**config.mk**
```make
export PLATFORM = sky130hd
export DESIGN_NAME = isw_aux_regs
export DESIGN_NICKNAME = d
export VERILOG_FILES = /design/src/isw_pkg.sv /design/src/isw_aux_regs.sv
export VERILOG_INCLUDE_DIRS = /design/src
export SDC_FILE = /design/constraint.sdc
export NUM_CORES = 1
export LEC_CHECK = 0
export BUFFER_PORTS_ARGS = -buffer_cell sky130_fd_sc_hd__clkbuf_2
export CAP_MARGIN = 0
export CORE_ASPECT_RATIO = 0.5
export CORE_UTILIZATION = 54
export CTS_CLUSTER_DIAMETER = 60
export DETAILED_ROUTE_END_ITERATION = 12
export HOLD_SLACK_MARGIN = 0.06
export PLACE_DENSITY = 0.88
export SLEW_MARGIN = 0
export SYNTH_ARGS = -nofsm -noshare
export SYNTH_HDL_FRONTEND = slang
export SYNTH_SLANG_ARGS = --single-unit
export TNS_END_PERCENT = 5
```
**constraint.sdc**
```tcl
create_clock -name core_clk -period 5.54 [get_ports core_clk]
set_input_delay 0.554 -clock core_clk [delete_from_list [all_inputs] [get_ports core_clk]]
set_output_delay 0.554 -clock core_clk [all_outputs]
set_load 0.03 [all_outputs]
```
**src/isw_params.svh**
```systemverilog
// Constants of the auxiliary register bank: offsets, bit positions, resets.
// Included by the package and the bank; definitions only.
`ifndef ISW_PARAMS_SVH
`define ISW_PARAMS_SVH

// ==========================================================
// Register offsets (5-bit register space)
`define ISW_OFF_CFG        5'h0E
`define ISW_OFF_TRIM       5'h12
`define ISW_OFF_PROTECT    5'h17
`define ISW_OFF_SCR3       5'h10
`define ISW_OFF_SCR2       5'h12
`define ISW_OFF_SCR1       5'h14
`define ISW_OFF_SCR0       5'h16

// ==========================================================
// Configuration register fields
`define ISW_CFG_REWRITE    7
`define ISW_CFG_PAGE       6
`define ISW_CFG_FORCE_OSC  5
`define ISW_CFG_CLK_SRC    4
`define ISW_CFG_CLK_EN     3
`define ISW_CFG_WDOG_SEL   2
`define ISW_CFG_INT_CLR    1
`define ISW_CFG_INT_EN     0
`define ISW_CFG_RESET      8'h88

// ==========================================================
// Protect-and-postscale register fields
`define ISW_WP_LSB         4
`define ISW_WP_BROWNOUT    0
`define ISW_WP_APP         1
`define ISW_WP_CAL         2
`define ISW_WP_ID          3

`endif

```
**src/isw_pkg.sv**
```systemverilog
// Types shared by the auxiliary register bank.
// Assumes isw_params.svh sits in the include path.
`include "isw_params.svh"

package isw_pkg;

   // ==========================================================
   // Write-protect groups, index into the four flags
   typedef enum logic [1:0] {
      ISW_GRP_BROWNOUT = 2'b00,
      ISW_GRP_APP = 2'b01,
      ISW_GRP_CAL = 2'b10,
      ISW_GRP_ID = 2'b11
   } isw_grp_e;

   // Kind of reset applied in a cycle
   typedef enum logic [1:0] {
      ISW_RST_NONE = 2'b00,
      ISW_RST_POWER = 2'b01,
      ISW_RST_WDOG = 2'b10,
      ISW_RST_BROWN = 2'b11
   } isw_rst_e;

   typedef logic [7:0] isw_byte_t;

endpackage

```
**src/isw_aux_regs.sv**
```systemverilog
// Auxiliary register bank: configuration, paged scratchpad/ID bytes,
// group write-protect flags and the crystal load-trim rewrite-once lock.
// Assumes a decoded register port from the serial link logic on the same
// clock, reset events as one-cycle pulses and static factory OTP values.
//
// How it works
// - Four scratch bytes, page 1, even addresses
// - Scratch bytes reload from OTP after reset
// - OTP default zero, custom parts differ
// - Bytes form 32-bit ID, 0x10 most significant
// - Page bit chooses bank at 0x10-0x17
// - Config bit 4 selects clock output source
// - Config bit 2 selects watchdog clock source
// - Config bit 1 write-one clears interrupt flag
// - Bit 0 interrupt enable; config resets 0x88, bit 7 only on power-on
// - Four protect flags in bits 7:4
// - OTP-set protect flag blocks writes forever
// - Clear flag allows writes to its group
// - Software-set flag sticks and blocks writes
// - Power-on or watchdog reset clears software-set flags
// - Brownout leaves protect flags unchanged
// - Load-trim lock independent of protect flags
// - Trim nibble write only right after unlock
`timescale 1ns/1ps
`include "isw_params.svh"

module isw_aux_regs #(
   parameter int ADDR_W = 5
) (
   // Clock, reset and enable
   input wire logic core_clk,
   input wire logic rst_n,
   input wire logic ce,
   // Reset events from the supervisor, one-cycle pulses
   input wire logic por_evt,
   input wire logic wdog_evt,
   input wire logic bo_evt,
   // Factory OTP contents, static
   input wire logic [31:0] otp_id,
   input wire logic [3:0] otp_wp,
   input wire logic [3:0] otp_ps_low,
   input wire logic [7:0] otp_trim,
   // Register port from the serial link
   input wire logic [ADDR_W-1:0] reg_addr,
   input wire logic reg_wr,
   input wire logic reg_rd,
   input wire logic [7:0] reg_wdata,
   output logic [7:0] reg_rdata,
   output logic reg_rvalid,
   // Configuration outputs
   output logic page_sel,
   output logic force_osc_on,
   output logic clock_output_src_32k,
   output logic clock_output_en,
   output logic wdog_clk_from_clock_output,
   output logic int_enable,
   output logic int_flag_clr,
   // Protection state
   output logic [3:0] wp_flags,
   output logic [3:0] grp_write_ok,
   output logic rewrite_armed,
   // Stored values
   output logic [31:0] scratch_id,
   output logic [3:0] postscale_low,
   output logic [7:0] load_trim
);

   // ==========================================================
   // State
   isw_pkg::isw_byte_t cfg_r, cfg_nxt;
   isw_pkg::isw_byte_t scr_r [4];
   isw_pkg::isw_byte_t scr_nxt [4];
   logic [3:0] wp_sticky_r, wp_sticky_nxt;
   logic [3:0] wp_otp_r, wp_otp_nxt;
   logic [3:0] ps_low_r, ps_low_nxt;
   isw_pkg::isw_byte_t trim_r, trim_nxt;
   logic armed_r, armed_nxt;
   logic init_r, init_nxt;
   logic int_clr_r, int_clr_nxt;
   isw_pkg::isw_byte_t rdata_r, rdata_nxt;
   logic rvalid_r, rvalid_nxt;

   logic [3:0] wp_eff;
   logic power_rst;
   logic warm_rst;
   logic any_rst;
   isw_pkg::isw_rst_e rst_kind;

   // ==========================================================
   // Protection and reset classification
   // Factory-set flags can never be cleared by any reset
   assign wp_eff = wp_otp_r | wp_sticky_r;

   always_comb
   begin
      if (init_r || por_evt)
         rst_kind = isw_pkg::ISW_RST_POWER;
      else if (wdog_evt)
         rst_kind = isw_pkg::ISW_RST_WDOG;
      else if (bo_evt)
         rst_kind = isw_pkg::ISW_RST_BROWN;
      else
         rst_kind = isw_pkg::ISW_RST_NONE;
   end

   assign power_rst = (rst_kind == isw_pkg::ISW_RST_POWER);
   assign warm_rst = power_rst || (rst_kind == isw_pkg::ISW_RST_WDOG);
   assign any_rst = (rst_kind != isw_pkg::ISW_RST_NONE);

   // ==========================================================
   // Next-state logic
   always_comb
   begin
      cfg_nxt = cfg_r;
      for (int i = 0; i < 4; i++)
      begin
         scr_nxt[i] = scr_r[i];
      end
      ps_low_nxt = ps_low_r;
      trim_nxt = trim_r;
      armed_nxt = armed_r;
      init_nxt = init_r;
      int_clr_nxt = int_clr_r;

      if (ce)
      begin
         int_clr_nxt = 1'b0;
         init_nxt = 1'b0;

         if (any_rst)
         begin
            // Reset events win over a register write in the same cycle
            cfg_nxt[6:0] = 7'(`ISW_CFG_RESET & 8'h7F);
            cfg_nxt[`ISW_CFG_INT_CLR] = 1'b0;
            // Rewrite-once enable returns only on power-on
            if (power_rst)
            begin
               cfg_nxt[`ISW_CFG_REWRITE] = 1'(`ISW_CFG_RESET >> 7);
            end
            scr_nxt[3] = otp_id[31:24];
            scr_nxt[2] = otp_id[23:16];
            scr_nxt[1] = otp_id[15:8];
            scr_nxt[0] = otp_id[7:0];
            ps_low_nxt = otp_ps_low;
            trim_nxt = otp_trim;
            armed_nxt = 1'b0;
         end
         else if (reg_wr)
         begin
            // Any write other than the unlock ends the unlock window
            armed_nxt = 1'b0;
            if (reg_addr == `ISW_OFF_CFG)
            begin
               cfg_nxt = reg_wdata;
               cfg_nxt[`ISW_CFG_INT_CLR] = 1'b0;
               int_clr_nxt = reg_wdata[`ISW_CFG_INT_CLR];
               armed_nxt = ~reg_wdata[`ISW_CFG_REWRITE];
            end
            else if (cfg_r[`ISW_CFG_PAGE])
            begin
               // Page 1: scratch bytes at even addresses only
               if (reg_addr[ADDR_W-1:3] == `ISW_OFF_SCR3 >> 3 &&
                   !reg_addr[0])
               begin
                  if (!wp_eff[`ISW_WP_ID])
                  begin
                     scr_nxt[3 - reg_addr[2:1]] = reg_wdata;
                  end
               end
            end
            else if (reg_addr == `ISW_OFF_PROTECT)
            begin
               if (!wp_eff[`ISW_WP_APP])
               begin
                  ps_low_nxt = reg_wdata[3:0];
               end
            end
            else if (reg_addr == `ISW_OFF_TRIM)
            begin
               // Load-cap nibble ignores the group flags
               if (armed_r)
               begin
                  trim_nxt[7:4] = reg_wdata[7:4];
               end
               if (!wp_eff[`ISW_WP_CAL])
               begin
                  trim_nxt[3:0] = reg_wdata[3:0];
               end
            end
         end
      end
   end

   // ==========================================================
   // Read path
   // Reads return the value from before a write on the same edge
   always_comb
   begin
      rdata_nxt = rdata_r;
      rvalid_nxt = rvalid_r;
      if (ce)
      begin
         rvalid_nxt = 1'b0;
         if (reg_rd)
         begin
            rvalid_nxt = 1'b1;
            if (reg_addr == `ISW_OFF_CFG)
            begin
               rdata_nxt = cfg_r;
            end
            else if (cfg_r[`ISW_CFG_PAGE])
            begin
               if (reg_addr[ADDR_W-1:3] == `ISW_OFF_SCR3 >> 3 &&
                   !reg_addr[0])
               begin
                  rdata_nxt = scr_r[3 - reg_addr[2:1]];
               end
               else
               begin
                  rdata_nxt = 8'h00;
               end
            end
            else if (reg_addr == `ISW_OFF_PROTECT)
            begin
               rdata_nxt = {wp_eff, ps_low_r};
            end
            else if (reg_addr == `ISW_OFF_TRIM)
            begin
               rdata_nxt = trim_r;
            end
            else
            begin
               rdata_nxt = 8'h00;
            end
         end
      end
   end

   always_ff @(posedge core_clk or negedge rst_n)
   begin
      if (!rst_n)
      begin
         rdata_r <= 8'h00;
         rvalid_r <= 1'b0;
      end
      else
      begin
         rdata_r <= rdata_nxt;
         rvalid_r <= rvalid_nxt;
      end
   end

   // ==========================================================
   // Protection flags
   // Events win over a flag write in the same cycle
   always_comb
   begin
      wp_sticky_nxt = wp_sticky_r;
      wp_otp_nxt = wp_otp_r;
      if (ce)
      begin
         if (power_rst)
         begin
            wp_otp_nxt = otp_wp;
         end
         // Brownout takes neither branch, so the flags stay locked
         if (warm_rst)
         begin
            wp_sticky_nxt = 4'h0;
         end
         else if (!any_rst && reg_wr && !cfg_r[`ISW_CFG_PAGE] &&
                  reg_addr == `ISW_OFF_PROTECT)
         begin
            // Software writes can only set sticky flags, never clear them
            wp_sticky_nxt = wp_sticky_r |
               reg_wdata[`ISW_WP_LSB +: 4];
         end
      end
   end

   always_ff @(posedge core_clk or negedge rst_n)
   begin
      if (!rst_n)
      begin
         wp_sticky_r <= 4'h0;
         wp_otp_r <= 4'hF;
      end
      else
      begin
         wp_sticky_r <= wp_sticky_nxt;
         wp_otp_r <= wp_otp_nxt;
      end
   end

   // ==========================================================
   // Registers
   // Asynchronous reset only loads constants; OTP values are taken on
   // the first enabled edge after release, through init_r.
   always_ff @(posedge core_clk or negedge rst_n)
   begin
      if (!rst_n)
      begin
         cfg_r <= `ISW_CFG_RESET;
         for (int i = 0; i < 4; i++)
         begin
            scr_r[i] <= 8'h00;
         end
         ps_low_r <= 4'h0;
         trim_r <= 8'h00;
         armed_r <= 1'b0;
         init_r <= 1'b1;
         int_clr_r <= 1'b0;
      end
      else
      begin
         cfg_r <= cfg_nxt;
         for (int i = 0; i < 4; i++)
         begin
            scr_r[i] <= scr_nxt[i];
         end
         ps_low_r <= ps_low_nxt;
         trim_r <= trim_nxt;
         armed_r <= armed_nxt;
         init_r <= init_nxt;
         int_clr_r <= int_clr_nxt;
      end
   end

   // ==========================================================
   // Outputs
   assign reg_rdata = rdata_r;
   assign reg_rvalid = rvalid_r;
   assign page_sel = cfg_r[`ISW_CFG_PAGE];
   assign force_osc_on = cfg_r[`ISW_CFG_FORCE_OSC];
   assign clock_output_src_32k = cfg_r[`ISW_CFG_CLK_SRC];
   assign clock_output_en = cfg_r[`ISW_CFG_CLK_EN];
   assign wdog_clk_from_clock_output = cfg_r[`ISW_CFG_WDOG_SEL];
   assign int_enable = cfg_r[`ISW_CFG_INT_EN];
   assign int_flag_clr = int_clr_r;
   assign wp_flags = wp_eff;
   assign grp_write_ok = ~wp_eff;
   assign rewrite_armed = armed_r;
   assign scratch_id = {scr_r[3], scr_r[2], scr_r[1], scr_r[0]};
   assign postscale_low = ps_low_r;
   assign load_trim = trim_r;

endmodule

```
## Word level (Yosys, flattened, before mapping)

Cells that the tools add are included.
W data, S select, Z words.

| storage, ports and cells | value |
|---|---|
| register bits after elaboration | 72 |
| bits in latches | 0 |
| RAM bits | 0 |
| memory bits (read-only) | 0 |
| input port bits | 69 |
| output and inout port bits | 69 |
| logic and storage cells | 113 |
| memories | 0 |

| cells by class | value |
|---|---|
| $add $sub $neg | 1 |
| $mul | 0 |
| div/mod/pow operators | 0 |
| magnitude comparators | 2 |
| equality and inequality tests | 13 |
| shift operators | 0 |
| muxes and demuxes | 47 |
| bitwise logic cells | 5 |
| reductions and logical operators | 29 |

Operators with widths:

| kind | count |
|---|---|
| $mux W32 | 6 |
| $mux W8 | 17 |
| $mux W4 | 10 |
| $ge A33 B3 Y1 const B | 1 |
| $lt A33 B1 Y1 const B | 1 |
| $not A32 Y33 | 1 |
| $bwmux W32 | 1 |
| $reduce_bool A2 Y1 | 9 |
| $bmux W8 S2 | 1 |
| $demux W8 S2 | 1 |
| $reduce_and A7 Y1 | 2 |
| $reduce_and A6 Y1 | 2 |
| $eq A5 B5 Y1 const B | 2 |
| $mux W1 | 8 |
| $ne A2 B1 Y1 const B | 4 |
| $or A4 B4 Y4 | 2 |
| $reduce_and A2 Y1 | 4 |
| $mux W2 | 3 |
| $ne A2 B2 Y1 const B | 3 |
| $eq A5 B4 Y1 const B | 1 |
| $logic_and A1 B1 Y1 | 5 |
| $eq A2 B2 Y1 const B | 2 |
| $not A4 Y4 | 1 |
| $reduce_and A4 Y1 | 1 |
| other kinds (6) | 9 |

## Logic depth before layout (Yosys ltp)

| depth | value |
|---|---|
| word-level depth | 13 |
| gate-level depth with buffers | 11 |
| mapped depth without buffers | 8 |

## Worst setup path after synthesis

OpenSTA, ideal clock, no wires.

| path | value |
|---|---|
| kind | input to register |
| from | in bo_evt |
| to | reg scr_r, in the netlist scratch_id[27] |
| library setup time | 0.132 ns |
| arrival time | 2.258 ns |
| data required time | 5.408 ns |
| setup slack | 3.150 ns |
| stages on the path | 8 |
| buffers on the path | 3 |
| cell sequence | o21ai_0 ha_1 buf_2 buf_1 o41ai_1 o2111ai_1 clkbuf_1 o21ai_1 |

| on the way | value |
|---|---|
| word-level cells in the longest chain between the ends | 6 |
| elaborated cells between the ends (all ways) | 11 |
| classes of those cells | eq/ne: 2; mux: 4; reduce/logical: 5 |

Ends and longest elaborated chain:

| item | line | text |
|---|---|---|
| start, declared | isw_aux_regs.sv:37 | `input wire logic bo_evt,` |
| $mux W2 * | isw_aux_regs.sv:100 | `else if (bo_evt)` |
| $mux W2 * | isw_aux_regs.sv:98 | `else if (wdog_evt)` |
| $mux W2 * | isw_aux_regs.sv:96 | `if (init_r \|\| por_evt)` |
| $reduce_bool A2 Y1 * | isw_aux_regs.sv:108 | `assign any_rst = (rst_kind != isw_pkg::ISW_RST_NONE);` |
| $ne A2 B2 Y1 (no source line) (tied with other cells) | - |  |
| $reduce_and A6 Y1 (no source line) | - |  |
| end signal, assigned by index | isw_aux_regs.sv:319 | `scr_r[i] <= scr_nxt[i];` |
| end, declared | isw_aux_regs.sv:71 | `isw_pkg::isw_byte_t scr_r [4];` |

Mark *: on every way between the ends. The rest lies on a longest branch, timed or not.
A chain may end at the register's enable or synchronous reset.

## Worst setup path after layout

| path | value |
|---|---|
| from | reg init_r |
| to | reg scr_r, in the netlist scratch_id[22] |

| on the way | value |
|---|---|
| word-level cells in the longest chain between the ends | 5 |
| elaborated cells between the ends (all ways) | 10 |
| classes of those cells | eq/ne: 2; mux: 2; reduce/logical: 6 |

Ends and longest elaborated chain:

| item | line | text |
|---|---|---|
| start, declared | isw_aux_regs.sv:78 | `logic init_r, init_nxt;` |
| start signal, assigned | isw_aux_regs.sv:324 | `init_r <= init_nxt;` |
| $logic_or A1 B1 Y1 * | isw_aux_regs.sv:96 |  |
| $mux W2 * | isw_aux_regs.sv:96 |  |
| $reduce_bool A2 Y1 * | isw_aux_regs.sv:108 |  |
| $ne A2 B2 Y1 (no source line) (tied with other cells) | - |  |
| $reduce_and A6 Y1 (no source line) | - |  |

Marked as above.

==> run_summary.xml <==
<?xml version="1.0" encoding="UTF-8"?>
<metrics>
  <group name="synth">
    <metric name="synth.distinct_cells" unit="">50</metric>
    <metric name="ys.warnings.count" unit="">0</metric>
    <metric name="synth.mux.area_fraction" unit="%">17.9</metric>
    <metric name="synth-seq-cells" unit="">71</metric>
    <metric name="ys_dominant_reg_cell" unit="">sky130_fd_sc_hd__dfrtp_1</metric>
    <metric name="syn-num-nets" unit="">435</metric>
    <metric name="number_of_instances_in_the_synthesized_netlist" unit="">363</metric>
    <metric name="synth.cell_area" unit="um^2">3900</metric>
    <metric name="synth_sequential_area_ratio" unit="%">45.8</metric>
    <metric name="synth.top_cells.by_count" unit="">sky130_fd_sc_hd__dfrtp_1, sky130_fd_sc_hd__nand2_1, sky130_fd_sc_hd__mux2_1, sky130_fd_sc_hd__o2bb2ai_1</metric>
    <metric name="synth_top_family_by_area" unit="">compound AO/OA/AOI/OAI gates</metric>
    <metric name="complex_gate_fraction_of_the_synthesized_area" unit="%">19.2</metric>
    <metric name="postSynth.asyncResetShare" unit="%">100</metric>
    <metric name="synth.area.top_cells" unit="">sky130_fd_sc_hd__dfrtp_1, sky130_fd_sc_hd__mux2_1, sky130_fd_sc_hd__o2bb2ai_1</metric>
    <metric name="synthSimpleGateAreaFrac" unit="%">11.5</metric>
    <metric name="yosysMostFrequentCell" unit="">sky130_fd_sc_hd__dfrtp_1</metric>
    <metric name="parity_gate_share_of_the_synthesized_area_counting_xor_and_xnor_cells" unit="%">0</metric>
    <metric name="synthAdderAreaFrac" unit="%">0.962</metric>
    <metric name="mean_post_synth_cell_area" unit="um^2">10.8</metric>
    <metric name="synth_top_area_cell" unit="">sky130_fd_sc_hd__dfrtp_1</metric>
    <metric name="synth_edf_count" unit="">0</metric>
    <metric name="synth.top_cell.area_share" unit="%">41.0</metric>
  </group>
  <group name="worst_setup_path">
    <metric name="worst-setup-path-type" unit="">reg2reg</metric>
    <metric name="cp_data_arrival_time" unit="ns">3.44</metric>
    <metric name="worst_setup_slack_for_register_to_register_paths" unit="ns">2.32</metric>
    <metric name="largest_fanout_on_the_critical_path" unit="">22</metric>
    <metric name="worst_setup_path_end_kind" unit="">flip-flop</metric>
    <metric name="worstSetupStartpoint" unit="">init_r</metric>
    <metric name="worstSetupStartpointType" unit="">flip-flop</metric>
    <metric name="crit_end" unit="">scratch_id[22]</metric>
    <metric name="worst-r2r-cell-count" unit="">7</metric>
    <metric name="crit_required" unit="ns">5.76</metric>
    <metric name="timing.rr.end" unit="">scratch_id[22]</metric>
    <metric name="critical_path.reg2reg.startpoint" unit="">init_r</metric>
  </group>
  <group name="global_routing">
    <metric name="grt.overflow.total" unit="">0</metric>
    <metric name="grt_pass1_wl" unit="um">17900</metric>
    <metric name="gr-usage-all-layers" unit="%">31.6</metric>
    <metric name="pin_count_of_the_biggest_net_entering_global_routing" unit="">72</metric>
    <metric name="first_global_vias" unit="">3412</metric>
    <metric name="grt_antenna_before_repair" unit="">0</metric>
  </group>
  <group name="place">
    <metric name="dp_cells" unit="">570</metric>
    <metric name="dpl_worst_slack" unit="ns">2.13</metric>
    <metric name="port_buffers" unit="">137</metric>
    <metric name="dp.final_hpwl" unit="um">8130</metric>
    <metric name="globalplace.congestion" unit="">0.878</metric>
  </group>
  <group name="sta">
    <metric name="max_clock_freq" unit="GHz">0.311</metric>
    <metric name="finClkSkew" unit="ns">0.00663</metric>
    <metric name="setup-violations-final" unit="">0</metric>
    <metric name="post-route-min-period" unit="ns">3.22</metric>
    <metric name="final-max-slew-violation-count" unit="">0</metric>
    <metric name="timing.final.hold_violations" unit="">0</metric>
    <metric name="fin_ws" unit="ns">2.32</metric>
    <metric name="worst_pin_slew" unit="ns">1.28</metric>
    <metric name="hold-worst-slack" unit="ns">0.430</metric>
    <metric name="fin_tns_setup" unit="ns">0</metric>
    <metric name="min_period_over_period" unit="%">58.1</metric>
    <metric name="setup_repair_after_global_routing_missed_its_margin" unit="">false</metric>
    <metric name="slew_headroom" unit="%">13.3</metric>
  </group>
  <group name="final_layout">
    <metric name="diode_count" unit="">0</metric>
    <metric name="instances_no_fill" unit="">586</metric>
    <metric name="synthToLayoutAreaGrowth" unit="%">25.2</metric>
    <metric name="nNetsFinal" unit="">561</metric>
    <metric name="drive_above_1_share" unit="%">39.1</metric>
  </group>
  <group name="flow_run">
    <metric name="max_cap_viol_count" unit="">0</metric>
  </group>
  <group name="min_path">
    <metric name="hold_path_class" unit="">in2async</metric>
  </group>
  <group name="clocking">
    <metric name="clock-sinks" unit="">71</metric>
    <metric name="htree_levels" unit="">3</metric>
    <metric name="cts-root-buf" unit="">sky130_fd_sc_hd__clkbuf_16</metric>
    <metric name="clk_path_buf_depth" unit="">2</metric>
    <metric name="cts_hold_repair.buffers" unit="">0</metric>
    <metric name="cts_tree" unit="">done</metric>
    <metric name="clk_latency" unit="ns">0.34</metric>
    <metric name="cts.clk_slew.worst_paths" unit="ns">0.05</metric>
    <metric name="post_cts_buffers" unit="">0</metric>
    <metric name="post_cts_resize_count" unit="">0</metric>
    <metric name="cts_made_buffers" unit="">9</metric>
  </group>
  <group name="route">
    <metric name="drcViolationCount" unit="">0</metric>
    <metric name="postRouteWirelength" unit="um">11300</metric>
    <metric name="vias" unit="">3647</metric>
    <metric name="detail-route-antenna-nets" unit="">0</metric>
    <metric name="wire_per_inst" unit="um">19.3</metric>
    <metric name="drt_iter0_markers" unit="">461</metric>
    <metric name="vias_per_cell" unit="">6.22</metric>
    <metric name="drtPass1Iterations" unit="">5</metric>
  </group>
  <group name="die">
    <metric name="design.core.area" unit="um^2">6830</metric>
    <metric name="design.die.area" unit="um^2">7590</metric>
    <metric name="placement_rows" unit="">21</metric>
    <metric name="floorplan.io_pins" unit="">138</metric>
    <metric name="fp.dieH" unit="um">62.1</metric>
    <metric name="die_width" unit="um">122</metric>
    <metric name="start_util" unit="%">57.1</metric>
  </group>
  <group name="pwr">
    <metric name="total_power" unit="uW">1750</metric>
    <metric name="static-leakage-power" unit="uW">0.00229</metric>
    <metric name="power_per_cell_area" unit="nW/um^2">359</metric>
    <metric name="vdd.ir_drop.worst" unit="mV">0.165</metric>
  </group>
  <group name="status">
    <metric name="outcome" unit="">completed</metric>
  </group>
</metrics>
[critical path, stage by stage (launching register included)]
cell and delay, ns:
sky130_fd_sc_hd__dfstp_2 0.53, sky130_fd_sc_hd__nor2_1 0.04, sky130_fd_sc_hd__o21ai_0 0.15, sky130_fd_sc_hd__ha_1 0.88, sky130_fd_sc_hd__nand2b_1 0.22, sky130_fd_sc_hd__nand2_1 0.40, sky130_fd_sc_hd__nand4b_1 0.47, sky130_fd_sc_hd__mux2_2 0.40
[worst min-delay path by stage]
stage	from	to	slack, ns	cells past startpoint
finish	rst_n	scratch_id[7]	0.43	2
global route	otp_wp[2]	wp_otp_r[2]	0.44	2
CTS	otp_wp[3]	wp_otp_r[3]	0.43	2
detailed placement	init_r	init_r	0.48	1
global placement	init_r	init_r	0.47	1
floorplan	rst_n	cfg_r[0]	0.26	0
[final cells by class]
cell class                 instances  area, um^2
tap                               92         115
fill                             515        1940
multi-input combinational        245        1940
clock buffer                      15         258
timing repair buffer             139         701
clock inverter                     1        5.00
inverter                          23        86.3
sequential                        71        1790
[per-stage QoR]
step | cell area (um^2) | util, %
final | 4890 | 71.5
after global routing | 4890 | 71.5
after CTS | 4890 | 71.5
after detailed placement | 4620 | 67.7
after global placement | 4620 | 67.7
after floorplan | 3900 | -
[cell families (layout without fill, tap and decap cells)]
logic type | count (synthesis) | in the layout
buf+inv | 47 | 178
compound gates | 99 | 99
fa+ha+maj | 3 | 3
mux | 54 | 54
flops | 71 | 71
simple gates | 89 | 89
[cell usage in the layout (no fill, tap or decap), types with 2 or more instances in the layout]
cell type                     n
sky130_fd_sc_hd__clkbuf_2   136
sky130_fd_sc_hd__dfrtp_1     64
sky130_fd_sc_hd__nand2_1     38
sky130_fd_sc_hd__mux2_1      26
sky130_fd_sc_hd__o2bb2ai_1   26
sky130_fd_sc_hd__inv_1       20
sky130_fd_sc_hd__mux2_2      20
sky130_fd_sc_hd__o21ai_0     13
sky130_fd_sc_hd__o21ai_1     12
sky130_fd_sc_hd__nor2_1      10
sky130_fd_sc_hd__nor3_1      10
sky130_fd_sc_hd__clkbuf_16    9
sky130_fd_sc_hd__a22oi_1      8
sky130_fd_sc_hd__mux4_2       8
sky130_fd_sc_hd__a22o_1       8
sky130_fd_sc_hd__a21oi_1      8
sky130_fd_sc_hd__nand2b_1     7
sky130_fd_sc_hd__dfstp_2      7
sky130_fd_sc_hd__a31oi_1      6
sky130_fd_sc_hd__clkbuf_1     5
sky130_fd_sc_hd__nand4_1      4
sky130_fd_sc_hd__inv_2        3
sky130_fd_sc_hd__or3b_1       3
sky130_fd_sc_hd__nand3_1      3
sky130_fd_sc_hd__o22ai_1      3
sky130_fd_sc_hd__ha_1         3
sky130_fd_sc_hd__or2_1        2
sky130_fd_sc_hd__a221oi_4     2
sky130_fd_sc_hd__o31ai_1      2
sky130_fd_sc_hd__nand4b_1     2
sky130_fd_sc_hd__or4_1        2
sky130_fd_sc_hd__buf_4        2
[where the power goes]
part,switching [uW],internal [uW],leakage [uW]
Sequential,70.0,611,0.000875
Combinational,356,188,0.00128
Clock,212,315,0.000128
Total,638,1110,0.00229
[flip-flops by register name (all words and copies together), names as in the netlist]
| signal | flops |
|---|---|
| scratch_id | 32 |
| load_trim | 8 |
| reg_rdata | 8 |
| cfg_r | 7 |
| postscale_low | 4 |
| wp_otp_r | 4 |
| wp_sticky_r | 4 |
| init_r | 1 |
| int_flag_clr | 1 |
| reg_rvalid | 1 |
| rewrite_armed | 1 |
[routing by layer]
layer / routed length (um) / share of wire [%] / vias to the layer above / GRT usage [%]
met3: 1190 / 10 / 32 / 7.72
li1: - / - / 1609 / -
met1: 4920 / 43 / 1772 / 46.8
met5: 0 / 0 / - / 0
met4: 246 / 2.2 / 0 / 11.3
met2: 4970 / 44 / 234 / 45.0
Power figures use the tool's default switching activity.
